**src/inc/vcc_pkg.sv**
```systemverilog
// Purpose: Shared constants and carriers for the child page counter leaf unit.
// Assumes: 32-bit AHB-Lite register access, word-aligned registers.
// Notes: Every register offset is a byte address on the bus.
`default_nettype none
package vcc_pkg;
  // Register byte offsets.
  localparam logic [7:0] OFF_CTRL = 8'h00;
  localparam logic [7:0] OFF_LEAF = 8'h04;
  localparam logic [7:0] OFF_TGT_LO = 8'h08;
  localparam logic [7:0] OFF_TGT_HI = 8'h0C;
  localparam logic [7:0] OFF_PAR_LO = 8'h10;
  localparam logic [7:0] OFF_PAR_HI = 8'h14;
  localparam logic [7:0] OFF_DS_LIMIT = 8'h18;
  localparam logic [7:0] OFF_BASE_LO = 8'h1C;
  localparam logic [7:0] OFF_BASE_HI = 8'h20;
  localparam logic [7:0] OFF_RES_LO = 8'h24;
  localparam logic [7:0] OFF_RES_HI = 8'h28;
  localparam logic [7:0] OFF_FLAGS = 8'h2C;
  localparam logic [7:0] OFF_STATUS = 8'h30;
  localparam logic [7:0] OFF_FEATURE = 8'h34;
  localparam logic [7:0] OFF_META_SEL = 8'h38;
  localparam logic [7:0] OFF_META = 8'h3C;
  localparam logic [7:0] OFF_CNT_LO = 8'h40;
  localparam logic [7:0] OFF_CNT_HI = 8'h44;
  // Control register fields.
  localparam int CTRL_START = 0;
  localparam int CTRL_MODE64 = 1;
  localparam int CTRL_DS_UNUSABLE = 2;
  localparam int CTRL_CPL_LSB = 4;
  // Leaf indices and the feature bit that advertises both counter leaves.
  localparam logic [31:0] LEAF_DEC = 32'h0000_0000;
  localparam logic [31:0] LEAF_INC = 32'h0000_0001;
  localparam logic [31:0] FEATURE_VALUE = 32'h0000_0020;
  // Privilege level at which the leaves may run.
  localparam logic [1:0] CPL_KERNEL = 2'h0;
  // Page geometry: 4K pages.
  localparam int PAGE_SHIFT = 12;
  localparam logic [11:0] PAGE_OFFSET_ZERO = 12'h000;
  // Top canonical bit in 64-bit mode.
  localparam int CANON_MSB = 47;
  // Page type encodings held in the page metadata map.
  localparam logic [2:0] regular_page_type = 3'h0;
  localparam logic [2:0] control_structure_page_type = 3'h1;
  localparam logic [2:0] thread_control_page_type = 3'h2;
  localparam logic [2:0] trimmed_page_type = 3'h4;
  localparam logic [2:0] first_shadow_stack_page_type = 3'h5;
  localparam logic [2:0] later_shadow_stack_page_type = 3'h6;
  // Fault kinds reported in the status register.
  typedef enum logic [1:0] {
    VCC_FLT_NONE = 2'h0,
    VCC_FLT_GP = 2'h1,
    VCC_FLT_PF = 2'h2
  } vcc_fault_t;
  // One entry of the page metadata map.
  typedef struct packed {
    logic [15:0] parent_page;
    logic [4:0] spare;
    logic [2:0] page_type;
    logic [5:0] spare_lo;
    logic modified;
    logic valid;
  } vcc_meta_t;
  // Arithmetic flag image, cleared when a leaf completes without a fault, except the zero flag.
  typedef struct packed {
    logic sign_flag;
    logic overflow_flag;
    logic auxiliary_carry_flag;
    logic parity_flag;
    logic zero_flag;
    logic carry_flag;
  } vcc_flags_t;
  localparam vcc_flags_t FLAGS_RESET = '0;
endpackage
`default_nettype wire

```
**src/rtl/vcc_leaf_unit.sv**
```systemverilog
// Purpose: Runs the child count decrement and increment leaves.
// Assumes: Data segment base is zero and linear addresses equal physical addresses.
// Notes: Protected page memory is modelled as PAGES contiguous 4K pages from a base.
//
// Implementation choices: the AHB-Lite interface to the registers and the placing of the registers.
`default_nettype none
// Contract
// (RULE_01) Leaf 01H increments; feature bit 5 set.
// (RULE_02) Leaf 00H decrements the child counter.
// (RULE_03) Runs only at privilege level zero.
// (RULE_04) Operands use data segment, no override.
// (RULE_05) Unaligned target gives protection fault zero.
// (RULE_06) Target outside protected memory: page fault.
// (RULE_07) Parent outside protected memory: page fault.
// (RULE_08) Busy target: zero flag, conflict code, finish.
// (RULE_09) Invalid target metadata gives page fault.
// (RULE_10) Ordinary page types take parent from metadata.
// (RULE_11) Control structure is its own parent; else fault.
// (RULE_12) Parent mismatch gives protection fault zero.
// (RULE_13) Decrement; underflow restores, flags invalid counter.
// (RULE_14) Increment without overflow check, return zero.
// (RULE_15) Zero flag only on conflict or underflow.
// (RULE_16) Completion clears carry, parity, aux, overflow, sign.
// (RULE_17) Working counter and parent held 64 bits.
// (RULE_18) Target shared, parent concurrent for conflicts.
// (RULE_19) No conflict against other listed operations.
// (RULE_20) Grant target read/write, parent enclave read.
// (RULE_21) 32-bit mode: limit, unusable, alignment faults.
// (RULE_22) 64-bit mode: non-canonical address faults.
// (RULE_23) Access fault or non-control parent: page fault.
// (RULE_24) Checks run in order; first failure reported.
module vcc_leaf_unit #(
  parameter int PAGES = 16,
  parameter logic [63:0] PAGE_CONFLICT_CODE = 64'h0000_0000_0000_0001,
  parameter logic [63:0] INVALID_COUNTER_CODE = 64'h0000_0000_0000_0002
) (
  input wire logic hclk,
  input wire logic hresetn,
  input wire logic clk_en,
  input wire logic hsel,
  input wire logic [31:0] haddr,
  input wire logic [1:0] htrans,
  input wire logic hwrite,
  input wire logic [2:0] hsize,
  input wire logic [31:0] hwdata,
  input wire logic hready,
  output logic [31:0] hrdata,
  output logic hreadyout,
  output logic hresp,
  output logic op_busy,
  output logic target_rw_grant,
  output logic parent_read_grant
);
  localparam int IDXW = $clog2(PAGES);

  // Page index width must fit the metadata parent field.
  if (PAGES < 2 || PAGES > 65536)
  begin : g_bad_pages
    $error("PAGES must lie between 2 and 65536.");
  end

  // One-hot execution states.
  typedef enum logic [4:0] {
    ST_IDLE = 5'b00001,
    ST_CHECK = 5'b00010,
    ST_UPDATE = 5'b00100,
    ST_RESTORE = 5'b01000,
    ST_DONE = 5'b10000
  } vcc_state_t;

  vcc_state_t state; // Current execution state.
  vcc_state_t next_state; // Next execution state.

  // Bus data phase bookkeeping.
  logic dp_valid; // A transfer is in its data phase.
  logic dp_write; // The data phase is a write.
  logic [7:0] dp_addr; // Byte offset captured in the address phase.
  logic rd_stage; // Read data has been loaded into hrdata.

  // Software visible registers.
  logic mode64; // Operands use 64-bit addressing rules.
  logic ds_unusable; // The data segment is marked unusable.
  logic [1:0] cpl; // Current privilege level of the issuing code.
  logic [31:0] leaf_index_register; // Leaf selector.
  logic [63:0] target_page_register; // Target page effective address.
  logic [63:0] parent_address_register; // Parent structure effective address.
  logic [31:0] ds_limit; // Data segment limit for 32-bit mode.
  logic [63:0] mem_base; // Base of protected page memory.
  logic [63:0] result_register; // Leaf return code.
  vcc_pkg::vcc_flags_t flags; // Arithmetic flag image.
  vcc_pkg::vcc_fault_t fault_kind; // Fault raised by the last leaf.
  logic enclave_fault_error_bit; // Page fault came from enclave checks.
  logic op_done; // Last leaf has finished.
  logic [IDXW-1:0] meta_sel; // Entry picked for software access.

  // Page metadata map and per-page child counters.
  vcc_pkg::vcc_meta_t page_metadata_map [PAGES];
  logic [63:0] virtual_child_counter [PAGES];

  // Operation working values.
  logic [63:0] resolved_parent_address; // Parent physical address.
  logic [63:0] counter_working_value; // Counter value before the update.
  logic [IDXW-1:0] par_idx_q; // Counter slot being updated.
  logic is_dec; // Latched leaf is the decrement.

  // Bus strobes.
  logic addr_phase;
  logic wr_en;
  logic start_req;
  assign addr_phase = hsel && htrans[1] && hready;
  assign wr_en = dp_valid && dp_write;
  assign start_req = wr_en && (dp_addr == vcc_pkg::OFF_CTRL) && hwdata[vcc_pkg::CTRL_START];

  // Reads take one wait state so hrdata always comes from a flip-flop and sees prior writes.
  assign hreadyout = !(dp_valid && !dp_write && !rd_stage);
  assign hresp = 1'b0;
  assign op_busy = !state[0];
  // Target gets non-enclave read/write, parent only enclave read, while a leaf runs.
  assign target_rw_grant = op_busy; // RULE_20
  assign parent_read_grant = op_busy; // RULE_20

  // Address phase capture; hsize is ignored as only words are served.
  always_ff @(posedge hclk or negedge hresetn)
  begin
    if (!hresetn)
    begin
      dp_valid <= 1'b0;
      dp_write <= 1'b0;
      dp_addr <= 8'h00;
      rd_stage <= 1'b0;
    end
    else if (clk_en)
    begin
      if (hreadyout)
      begin
        dp_valid <= addr_phase;
        dp_write <= hwrite;
        dp_addr <= haddr[7:0];
        rd_stage <= 1'b0;
      end
      else
      begin
        rd_stage <= 1'b1;
      end
    end
  end

  // Read data mux, loaded during the wait state; unmapped offsets read zero.
  always_ff @(posedge hclk or negedge hresetn)
  begin
    if (!hresetn)
    begin
      hrdata <= 32'h0000_0000;
    end
    else if (clk_en && dp_valid && !dp_write && !rd_stage)
    begin
      if (dp_addr == vcc_pkg::OFF_CTRL)
        hrdata <= {26'h000_0000, cpl, 1'b0, ds_unusable, mode64, 1'b0};
      else if (dp_addr == vcc_pkg::OFF_LEAF)
        hrdata <= leaf_index_register;
      else if (dp_addr == vcc_pkg::OFF_TGT_LO)
        hrdata <= target_page_register[31:0];
      else if (dp_addr == vcc_pkg::OFF_TGT_HI)
        hrdata <= target_page_register[63:32];
      else if (dp_addr == vcc_pkg::OFF_PAR_LO)
        hrdata <= parent_address_register[31:0];
      else if (dp_addr == vcc_pkg::OFF_PAR_HI)
        hrdata <= parent_address_register[63:32];
      else if (dp_addr == vcc_pkg::OFF_DS_LIMIT)
        hrdata <= ds_limit;
      else if (dp_addr == vcc_pkg::OFF_BASE_LO)
        hrdata <= mem_base[31:0];
      else if (dp_addr == vcc_pkg::OFF_BASE_HI)
        hrdata <= mem_base[63:32];
      else if (dp_addr == vcc_pkg::OFF_RES_LO)
        hrdata <= result_register[31:0];
      else if (dp_addr == vcc_pkg::OFF_RES_HI)
        hrdata <= result_register[63:32];
      else if (dp_addr == vcc_pkg::OFF_FLAGS)
        hrdata <= {26'h000_0000, flags};
      else if (dp_addr == vcc_pkg::OFF_STATUS)
        hrdata <= {27'h000_0000, enclave_fault_error_bit, fault_kind, op_done, op_busy};
      else if (dp_addr == vcc_pkg::OFF_FEATURE)
        hrdata <= vcc_pkg::FEATURE_VALUE; // RULE_01
      else if (dp_addr == vcc_pkg::OFF_META_SEL)
        hrdata <= 32'(meta_sel);
      else if (dp_addr == vcc_pkg::OFF_META)
        hrdata <= page_metadata_map[meta_sel];
      else if (dp_addr == vcc_pkg::OFF_CNT_LO)
        hrdata <= virtual_child_counter[meta_sel][31:0];
      else if (dp_addr == vcc_pkg::OFF_CNT_HI)
        hrdata <= virtual_child_counter[meta_sel][63:32];
      else
        hrdata <= 32'h0000_0000;
    end
  end

  // Operand and environment registers; they are frozen while a leaf runs.
  always_ff @(posedge hclk or negedge hresetn)
  begin
    if (!hresetn)
    begin
      mode64 <= 1'b0;
      ds_unusable <= 1'b0;
      cpl <= vcc_pkg::CPL_KERNEL;
      leaf_index_register <= 32'h0000_0000;
      target_page_register <= 64'h0000_0000_0000_0000;
      parent_address_register <= 64'h0000_0000_0000_0000;
      ds_limit <= 32'hFFFF_FFFF;
      mem_base <= 64'h0000_0000_0000_0000;
      meta_sel <= '0;
    end
    else if (clk_en && wr_en && !op_busy)
    begin
      if (dp_addr == vcc_pkg::OFF_CTRL)
      begin
        mode64 <= hwdata[vcc_pkg::CTRL_MODE64];
        ds_unusable <= hwdata[vcc_pkg::CTRL_DS_UNUSABLE];
        cpl <= hwdata[vcc_pkg::CTRL_CPL_LSB +: 2];
      end
      else if (dp_addr == vcc_pkg::OFF_LEAF)
        leaf_index_register <= hwdata;
      else if (dp_addr == vcc_pkg::OFF_TGT_LO)
        target_page_register[31:0] <= hwdata;
      else if (dp_addr == vcc_pkg::OFF_TGT_HI)
        target_page_register[63:32] <= hwdata;
      else if (dp_addr == vcc_pkg::OFF_PAR_LO)
        parent_address_register[31:0] <= hwdata;
      else if (dp_addr == vcc_pkg::OFF_PAR_HI)
        parent_address_register[63:32] <= hwdata;
      else if (dp_addr == vcc_pkg::OFF_DS_LIMIT)
        ds_limit <= hwdata;
      else if (dp_addr == vcc_pkg::OFF_BASE_LO)
        mem_base[31:0] <= hwdata;
      else if (dp_addr == vcc_pkg::OFF_BASE_HI)
        mem_base[63:32] <= hwdata;
      else if (dp_addr == vcc_pkg::OFF_META_SEL)
        meta_sel <= hwdata[IDXW-1:0];
    end
  end

  // Operand decode from a zero data segment base; no overrides exist.
  logic [63:0] tgt_off; // RULE_04
  logic [63:0] par_off; // RULE_04
  logic tgt_in;
  logic par_in;
  logic [IDXW-1:0] tgt_idx;
  logic [IDXW-1:0] par_idx;
  vcc_pkg::vcc_meta_t tgt_meta;
  vcc_pkg::vcc_meta_t par_meta;
  assign tgt_off = target_page_register - mem_base;
  assign par_off = parent_address_register - mem_base;
  assign tgt_in = (target_page_register >= mem_base) &&
                  ((tgt_off >> vcc_pkg::PAGE_SHIFT) < 64'(PAGES));
  assign par_in = (parent_address_register >= mem_base) &&
                  ((par_off >> vcc_pkg::PAGE_SHIFT) < 64'(PAGES));
  assign tgt_idx = tgt_off[vcc_pkg::PAGE_SHIFT +: IDXW];
  assign par_idx = par_off[vcc_pkg::PAGE_SHIFT +: IDXW];
  assign tgt_meta = page_metadata_map[tgt_idx];
  assign par_meta = page_metadata_map[par_idx];

  // Address form checks for both operating modes.
  logic tgt_noncanon;
  logic par_noncanon;
  logic seg_bad;
  logic misaligned;
  assign tgt_noncanon = !(&target_page_register[63:vcc_pkg::CANON_MSB]) &&
                        (|target_page_register[63:vcc_pkg::CANON_MSB]);
  assign par_noncanon = !(&parent_address_register[63:vcc_pkg::CANON_MSB]) &&
                        (|parent_address_register[63:vcc_pkg::CANON_MSB]);
  assign seg_bad = mode64 ? (tgt_noncanon || par_noncanon) : // RULE_22
                   (ds_unusable || (|target_page_register[63:32]) || (|parent_address_register[63:32]) ||
                    (target_page_register[31:0] > ds_limit) ||
                    (parent_address_register[31:0] > ds_limit)); // RULE_21
  assign misaligned = (target_page_register[11:0] != vcc_pkg::PAGE_OFFSET_ZERO) || // RULE_05
                      (parent_address_register[11:0] != vcc_pkg::PAGE_OFFSET_ZERO); // RULE_21

  // Ordered checks; the first failing one decides the outcome.
  vcc_pkg::vcc_fault_t chk_fault;
  logic chk_efb;
  logic chk_conflict;
  logic [63:0] chk_parent;
  always_comb
  begin
    chk_fault = vcc_pkg::VCC_FLT_NONE;
    chk_efb = 1'b0;
    chk_conflict = 1'b0;
    chk_parent = 64'h0000_0000_0000_0000;
    // A leaf other than the two counter leaves is refused as well.
    if (cpl != vcc_pkg::CPL_KERNEL ||
        (leaf_index_register != vcc_pkg::LEAF_DEC && leaf_index_register != vcc_pkg::LEAF_INC))
      chk_fault = vcc_pkg::VCC_FLT_GP; // RULE_03
    else if (seg_bad || misaligned)
      chk_fault = vcc_pkg::VCC_FLT_GP; // RULE_24
    else if (!tgt_in || !par_in)
    begin
      chk_fault = vcc_pkg::VCC_FLT_PF; // RULE_06 RULE_07
      chk_efb = 1'b1;
    end
    // Only the target is shared; the parent is concurrent and never conflicts.
    else if (tgt_meta.modified)
      chk_conflict = 1'b1; // RULE_08 RULE_18 RULE_19
    else if (!tgt_meta.valid)
    begin
      chk_fault = vcc_pkg::VCC_FLT_PF; // RULE_09
      chk_efb = 1'b1;
    end
    else
    begin
      if (tgt_meta.page_type == vcc_pkg::regular_page_type ||
          tgt_meta.page_type == vcc_pkg::thread_control_page_type ||
          tgt_meta.page_type == vcc_pkg::trimmed_page_type ||
          tgt_meta.page_type == vcc_pkg::first_shadow_stack_page_type ||
          tgt_meta.page_type == vcc_pkg::later_shadow_stack_page_type)
        chk_parent = mem_base + {36'h0_0000_0000, tgt_meta.parent_page, vcc_pkg::PAGE_OFFSET_ZERO}; // RULE_10
      else if (tgt_meta.page_type == vcc_pkg::control_structure_page_type)
        chk_parent = target_page_register; // RULE_11
      else
      begin
        chk_fault = vcc_pkg::VCC_FLT_PF; // RULE_11
        chk_efb = 1'b1;
      end
      if (chk_fault == vcc_pkg::VCC_FLT_NONE)
      begin
        if (!par_meta.valid || par_meta.page_type != vcc_pkg::control_structure_page_type)
        begin
          chk_fault = vcc_pkg::VCC_FLT_PF; // RULE_23
          chk_efb = 1'b1;
        end
        else if (chk_parent != parent_address_register)
          chk_fault = vcc_pkg::VCC_FLT_GP; // RULE_12
      end
    end
  end

  // Execution state machine.
  always_comb
  begin
    next_state = state;
    case (state)
      ST_IDLE:
        if (start_req)
          next_state = ST_CHECK;
      ST_CHECK:
        if (chk_fault != vcc_pkg::VCC_FLT_NONE || chk_conflict)
          next_state = ST_DONE; // RULE_08
        else
          next_state = ST_UPDATE;
      ST_UPDATE:
        if (is_dec && counter_working_value == 64'h0000_0000_0000_0000)
          next_state = ST_RESTORE; // RULE_13
        else
          next_state = ST_DONE;
      ST_RESTORE:
        next_state = ST_DONE;
      ST_DONE:
        next_state = ST_IDLE;
      default:
        next_state = ST_IDLE;
    endcase
  end

  // State register.
  always_ff @(posedge hclk or negedge hresetn)
  begin
    if (!hresetn)
      state <= ST_IDLE;
    else if (clk_en)
      state <= next_state;
  end

  // Working values, latched in the check state as 64-bit quantities.
  always_ff @(posedge hclk or negedge hresetn)
  begin
    if (!hresetn)
    begin
      resolved_parent_address <= 64'h0000_0000_0000_0000;
      counter_working_value <= 64'h0000_0000_0000_0000;
      par_idx_q <= '0;
      is_dec <= 1'b0;
    end
    else if (clk_en && state == ST_CHECK)
    begin
      resolved_parent_address <= chk_parent; // RULE_17
      counter_working_value <= virtual_child_counter[par_idx]; // RULE_17
      par_idx_q <= par_idx;
      is_dec <= (leaf_index_register == vcc_pkg::LEAF_DEC); // RULE_02
    end
  end

  // Counter store. Leaf updates are single-writer so they are atomic; software
  // writes are dropped while a leaf runs to keep the read-modify-write locked.
  always_ff @(posedge hclk)
  begin
    if (clk_en)
    begin
      if (state == ST_UPDATE)
      begin
        if (is_dec)
          virtual_child_counter[par_idx_q] <= counter_working_value - 64'h0000_0000_0000_0001; // RULE_13
        else
          virtual_child_counter[par_idx_q] <= counter_working_value + 64'h0000_0000_0000_0001; // RULE_14
      end
      else if (state == ST_RESTORE)
        virtual_child_counter[par_idx_q] <= counter_working_value; // RULE_13
      else if (wr_en && !op_busy && dp_addr == vcc_pkg::OFF_CNT_LO)
        virtual_child_counter[meta_sel][31:0] <= hwdata;
      else if (wr_en && !op_busy && dp_addr == vcc_pkg::OFF_CNT_HI)
        virtual_child_counter[meta_sel][63:32] <= hwdata;
    end
  end

  // Metadata is loaded by software only; the leaves never alter it.
  always_ff @(posedge hclk)
  begin
    if (clk_en && wr_en && !op_busy && dp_addr == vcc_pkg::OFF_META)
      page_metadata_map[meta_sel] <= hwdata;
  end

  // Result, flags and fault report. A fault leaves result and flags untouched.
  always_ff @(posedge hclk or negedge hresetn)
  begin
    if (!hresetn)
    begin
      result_register <= 64'h0000_0000_0000_0000;
      flags <= vcc_pkg::FLAGS_RESET;
      fault_kind <= vcc_pkg::VCC_FLT_NONE;
      enclave_fault_error_bit <= 1'b0;
      op_done <= 1'b0;
    end
    else if (clk_en)
    begin
      if (start_req && !op_busy)
      begin
        op_done <= 1'b0;
        fault_kind <= vcc_pkg::VCC_FLT_NONE;
        enclave_fault_error_bit <= 1'b0;
      end
      else if (state == ST_CHECK && chk_fault != vcc_pkg::VCC_FLT_NONE)
      begin
        fault_kind <= chk_fault; // RULE_24
        enclave_fault_error_bit <= chk_efb;
      end
      else if (state == ST_CHECK && chk_conflict)
      begin
        result_register <= PAGE_CONFLICT_CODE; // RULE_08
        flags.zero_flag <= 1'b1; // RULE_15
      end
      else if (state == ST_UPDATE)
      begin
        result_register <= 64'h0000_0000_0000_0000; // RULE_14
        flags.zero_flag <= 1'b0; // RULE_15
      end
      else if (state == ST_RESTORE)
      begin
        result_register <= INVALID_COUNTER_CODE; // RULE_13
        flags.zero_flag <= 1'b1; // RULE_15
      end
      else if (state == ST_DONE)
      begin
        op_done <= 1'b1;
        if (fault_kind == vcc_pkg::VCC_FLT_NONE)
        begin
          flags.carry_flag <= 1'b0; // RULE_16
          flags.parity_flag <= 1'b0; // RULE_16
          flags.auxiliary_carry_flag <= 1'b0; // RULE_16
          flags.overflow_flag <= 1'b0; // RULE_16
          flags.sign_flag <= 1'b0; // RULE_16
        end
      end
      else if (wr_en && !op_busy && dp_addr == vcc_pkg::OFF_RES_LO)
        result_register[31:0] <= hwdata;
      else if (wr_en && !op_busy && dp_addr == vcc_pkg::OFF_RES_HI)
        result_register[63:32] <= hwdata;
      else if (wr_en && !op_busy && dp_addr == vcc_pkg::OFF_FLAGS)
        flags <= hwdata[5:0];
    end
  end
endmodule // vcc_leaf_unit
`default_nettype wire

```
**config.mk**
```make
export PLATFORM = sky130hd
export DESIGN_NAME = vcc_leaf_unit
export DESIGN_NICKNAME = d
export VERILOG_FILES = /design/src/inc/vcc_pkg.sv /design/src/rtl/vcc_leaf_unit.sv
export SDC_FILE = /design/constraint.sdc
export NUM_CORES = 2
export LEC_CHECK = 0
export BUFFER_PORTS_ARGS = -buffer_cell sky130_fd_sc_hd__buf_2
export CAP_MARGIN = 10
export CORE_ASPECT_RATIO = 1.1
export CORE_MARGIN = 4
export CORE_UTILIZATION = 40
export CTS_CLUSTER_SIZE = 14
export DETAILED_ROUTE_END_ITERATION = 10
export PLACE_DENSITY_LB_ADDON = 0.1
export RECOVER_POWER = 100
export REMOVE_ABC_BUFFERS = 1
export SLEW_MARGIN = 20
export SYNTH_ARGS = -nofsm -noshare
export SYNTH_HDL_FRONTEND = slang
export SYNTH_SLANG_ARGS = --single-unit
```
**constraint.sdc**
```tcl
create_clock -name hclk -period 10.1 [get_ports hclk]
set_input_delay 1.01 -clock hclk [delete_from_list [all_inputs] [get_ports hclk]]
set_output_delay 1.01 -clock hclk [all_outputs]
set_load 0.01 [all_outputs]
```
After elaboration in Yosys (flattened, before gate mapping)
Memories as Yosys holds them, arrays and structs flattened. A register that Yosys moved wholly into a read port is not among the register bits.
Index checks and enable logic that the tools add are counted.
Widths: inputs -> output; s select.

word-level totals
  register bits after elaboration = 391
  bits in latches = 0
  memory bits (writable) = 1536
  ROM bits = 0
  input bits = 75
  output and inout port bits = 37
  logic and storage cells = 315
  memories = 2

cells by class
  add/sub/neg operators = 5
  multipliers = 0
  div/mod/pow operators = 0
  $lt $le $gt $ge = 6
  equality and inequality tests = 41
  shift-type cells = 0
  multiplexer cells = 117
  bitwise gates (word level) = 17
  reductions and logical operators = 96

memories
  memory                 depth  width  rd ports  clocked after memory_dff  wr ports  RTL line             RTL
  virtual_child_counter  16     64     2         1                         1         vcc_leaf_unit.sv:98  logic [63:0] virtual_child_counter [PAGES];
  page_metadata_map      16     32     3         0                         1         vcc_leaf_unit.sv:97  vcc_pkg::vcc_meta_t page_metadata_map [PAGES];

operator list
  operator               number
  $mux 64                14
  $mux 32                21
  $ge 64x64->1           2
  $sub 64x64->64         2
  $lt 52x5->1 const B    2
  $add 64x1->64 const B  1
  $add 64x28->64         1
  $eq 8x6->1 const B     8
  $gt 32x32->1           2
  $logic_not 64->1       1
  $ne 64x64->1           1
  $reduce_or 32->1       2
  $reduce_or 64->1       1
  $sub 64x1->64 const B  1
  $mux 1                 54
  $mux 2                 18
  $reduce_and 17->1      2
  $reduce_or 17->1       2
  $eq 8x5->1 const B     4
  $logic_not 32->1       1
  $ne 32x1->1 const B    1
  $reduce_bool 32->1     1
  $logic_and 1x1->1      29
  $reduce_bool 12->1     2
  38 further kinds       109

Longest topological paths before layout
An unclocked memory read counts as a cell.

  word-level depth = 26
  gate-level depth with buffers = 35
  gate-level depth less buffers = 30

Least setup slack after synthesis
No wires, ideal clock.

  kind = register -> register
  start point = register target_page_register[1]
  end point = register state[4]
  library setup time = 0.126 ns
  data arrival time = 8.543 ns
  data required time = 9.974 ns
  setup slack = 1.431 ns
  cell stages (with the launch flop) = 34
  path buffers = 6
  clock period less this slack = 8.669 ns
  cells stage by stage = dfrtp_1 ha_1 nor2b_4 o211a_1 o31a_1 o21ai_0 and2_1 buf_6 buf_6 buf_1 clkbuf_1 clkbuf_1 buf_1 mux4_2 mux2i_1 a21oi_1 ha_1 fa_1 a211oi_1 nor2_1 o21a_1 a21oi_1 a21o_1 nor2_1 nand2_1 xnor2_1 o32ai_1 or4_1 nor4_1 nand4_1 or4_4 nor2_1 a21oi_1 a221o_1

between the ends
  cells in the longest elaborated chain, start to end = 26
  elaborated cells on any way between the ends = 57
  classes of those cells = 2 x add/sub; 3 x order compare; 6 x eq/ne; 29 x mux; 16 x reduce/logical; 1 x memory

ends and longest elaborated chain
  what                                                                     RTL line              RTL
  start, declared                                                          vcc_leaf_unit.sv:85   logic [63:0] target_page_register;
  start signal, assigned                                                   vcc_leaf_unit.sv:224  target_page_register[31:0] <= hwdata;
  parallel branches: the longest is 23 deep, another holds $sub 64x64->64  -
  $logic_or 1x1->1 *                                                       vcc_leaf_unit.sv:345  if (chk_fault != vcc_pkg::VCC_FLT_NONE || chk_conflict)
  $mux 5 *                                                                 vcc_leaf_unit.sv:345
  $pmux 5 s4 *                                                             vcc_leaf_unit.sv:340  case (state)
  end signal, assigned                                                     vcc_leaf_unit.sv:369  state <= next_state;
  end, declared                                                            vcc_leaf_unit.sv:71   vcc_state_t state;

Every way passes the cells marked *. The select of a mux whose other input is x is not followed.
A chain may end at the register's enable or synchronous reset.

Worst setup path after layout
  start point = input port clk_en
  end point = memory virtual_child_counter[9][43], enable pin

between the ends
  cells in the longest elaborated chain, start to end = 5
  elaborated cells on any way between the ends = 15
  classes of those cells = 12 x mux; 2 x bitwise; 1 x reduce/logical

ends and longest elaborated chain
  what                                                                      RTL line             RTL
  start, declared                                                           vcc_leaf_unit.sv:39  input wire logic clk_en,
  parallel branches: the longest is 5 deep, another holds $reduce_or 64->1  -
  end, declared                                                             vcc_leaf_unit.sv:98

Several ways; the timed one is not identified.

==> flow_summary.ini <==
[run_status]
status = finished, violations left
violations = max-capacitance violations, max-slew violations

[timing]
worst_slack_ps = 496.6
drv_slew = 3614
rsz0062_at_grt = false
tightestPinTransition_ps = 4176
tns_ps = 0
finalSetupViolCount = 0
post-route-min-period_ps = 9603
relSlewSlack_pct = -178.4
fmax_ghz = 0.1041
hold_viol_final = 0
period_share_pct = 95.08
skew_ps = 50.18

[setup_path]
slowest_delay_ps = 1950
critical-path-slowest-cell = clkbuf_1
cp_common_cell = clkbuf_1
rrSetupSlack_ps = 770
critPathMaxFanout = 44
cp.arrival_ps = 10090
critPathLaunchType = primary input
critPathTopFamily = buffers and inverters
end_kind = register
worst-path-buf-inv = 4
crit_type = primary input to register
crit_required_ps = 10580
path_cells = clkbuf_1, clkbuf_1, and2_2, clkbuf_1, nand3_4, o21ai_0, nand2_1, nor2_2, clkbuf_2

[die]
initial_core_util_pct = 40.25
rows = 197
die_x_um = 497.8
chipHeight_um = 546.8
coreArea_mm2 = 0.2623
io_pins = 112
die-area_mm2 = 0.2722

[synthesis]
ys_seq_area_share_pct = 54.53
synth_commonest_cells = edfxtp_1 (1536), mux4_2 (816), a21oi_1 (452)
synth.distinct_cells = 91
synth_edf_count = 1536
ys_async_sr_fraction_pct = 22.85
synthTopCellsByArea = edfxtp_1 (44%), mux4_2 (17%), dfrtp_1 (10%)
syn_avg_cell_area_um2 = 14.26
syn-cell-area_mm2 = 0.1055
ys_ff_latch = 1991
yosys.cell_count.top_type = edfxtp_1
synth_area_leader_cell = edfxtp_1
synth_ff_type = edfxtp_1
synth_top_area_share_pct = 43.70
syn_inst = 7403
synth-warning-count = 0

[global_route]
grt_pass1_vias = 71460
antenna_found_initial = 37
grt_max_degree = 152
track_usage_pct = 29.15
grt_remaining_overflow = 0
grt_pass1_wl_um = 562200

[detailed_routing]
drc = 0
wl_per_cell_um = 36.39
drt-pass1-iter-count = 8
drtAntennaViolNets = 0
vias_per_cell = 6.480
drt-total-wl_um = 405600
num_vias = 72240
drtIter0Drc = 8419

[placement]
dp_slack_ps = 1095
place_congestion = 1.037
place_inst = 10710
io_buffer_count = 82
dp_hpwl_um = 263800

[finish]
areaGrowthSynthToFinish_pct = 11.54
fillCellCount = 23550
drive_gt1_share_pct = 22.72
multi_input_area_mm2 = 0.04604
final_util_pct = 44.89
fin_nets = 7812
final_cells = 11150
register_area_mm2 = 0.05757

[power_and_ir_drop]
power.density_mw_per_mm2 = 202.7
power.leakage_nw = 40.00
p_int_w = 0.01683
p_clk_share_pct = 34.2
p_comb_share_pct = 19.1
power.switching_w = 0.007037
vdd_drop_max_v = 0.0001735
seqPwrFrac_pct = 46.8
swShare_pct = 29.49
finalPower_w = 0.02387

[cts]
hold_buffers = 0
cts_buffers = 226
clk_latency_ps = 900
cts_root_buf = clkbuf_16
clockBufferDepth = 4
cts_post_setup_buffers_inserted = 0
cts.sinks = 1991
cts_htree_levels = 4
cts.clk_slew.worst_paths_ps = 60
cts_tree = built
cts_resized = 0

[flow_run]
maxCapViolations = 109

[worst_hold_path]
hp-class = primary input to register
power by group through the flow:
stage	combinational [W]	sequential, W	clock [W]
after floorplan	0.00283	0.0112	0
after global placement	0.00457	0.0113	0
after detailed placement	0.00473	0.0113	0
after CTS	0.00475	0.0111	0.00830
after global routing	0.00506	0.0112	0.00864
final	0.00456	0.0112	0.00815
state kept, by name (all words and copies together) (netlist names), 2 cells and up:
register / count
virtual_child_counter: 1024
page_metadata_map: 512
counter_working_value: 64
mem_base: 64
parent_address_register: 64
result_register: 64
target_page_register: 64
ds_limit: 32
hrdata: 32
leaf_index_register: 32
dp_addr: 8
flags: 6
state: 5
meta_sel: 4
par_idx_q: 4
cpl: 2
fault_kind: 2
placed cells by master, fill, tap and decap left out, types with 114 or more instances in the layout:
cell       count
ha_1         270
mux4_2       816
edfxtp_1    1536
xnor2_1      138
nor2_1       338
a21oi_1      447
clkbuf_1     193
mux2_2       287
dfrtp_1      416
nand2_1      443
clkbuf_16    231
inv_1        166
mux2i_1      114
o21ai_0      347
worst reg2reg max path, delay by kind of cell, from the launching register on:
| kind | cells | cell delay [ps] |
|---|---|---|
| fa+ha+maj | 2 | 760 |
| flops | 1 | 500 |
| buf+inv | 2 | 550 |
| simple gates | 10 | 3640 |
| mux | 1 | 600 |
| compound gates | 13 | 2910 |
| xor+xnor | 1 | 240 |
area by class of cell:
cell class | count | share of cell area, %
flip-flops and latches | 1991 | 48.90
multi-input cells | 4765 | 39.10
clock buffers | 296 | 5.245
well taps | 3482 | 3.700
repair buffers | 315 | 1.598
clock inverters | 112 | 0.8853
inverters | 166 | 0.5292
diodes | 20 | 0.04251
per-stage QoR:
stage	cell area, um2	hold WS, ps
after floorplan	103700	449.8
after global placement	111000	466.9
after detailed placement	111000	476.7
after CTS	118300	52.35
after global routing	117700	319.3
final	117700	349.4
final timing paths:
check | start | cells after the start | endpoint
setup / recovery | clk_en | 9 | virtual_child_counter[9][43]
hold / removal | haddr[6] | 2 | dp_addr[6]
setup reg to reg | target_page_register[1] | 29 | state[4]
hold reg to reg | result_register[55] | 1 | result_register[55]
max in group asynchronous | hresetn | 2 | meta_sel[1]
min in group asynchronous | hresetn | 1 | hrdata[28]
per-layer routing:
| layer | vias to the layer above | share of wire, % | global-route usage (%) |
|---|---|---|---|
| met5 | - | 0.029 | 0 |
| met4 | 16 | 6.8 | 15.93 |
| met3 | 897 | 7.2 | 4.957 |
| met2 | 3304 | 47 | 46.87 |
| met1 | 37980 | 39 | 37.82 |
| li1 | 30040 | - | - |
cells by family (layout without fill, tap and decap cells):
family                     Yosys count  after routing  share of synthesized area [%]
DFF                               1991           1991                          54.53
AOI/OAI and AO/OA                 1622           1622                          9.998
buffers and inverters              647            889                          2.352
other                                1             21                       0.003553
xor gates and xnor gates           209            209                          1.734
and+or+nand+nor                   1444           1444                          6.594
muxes                             1217           1217                          21.55
adders and majority gates          272            272                          3.239
Power figures use the tool's default switching activity.
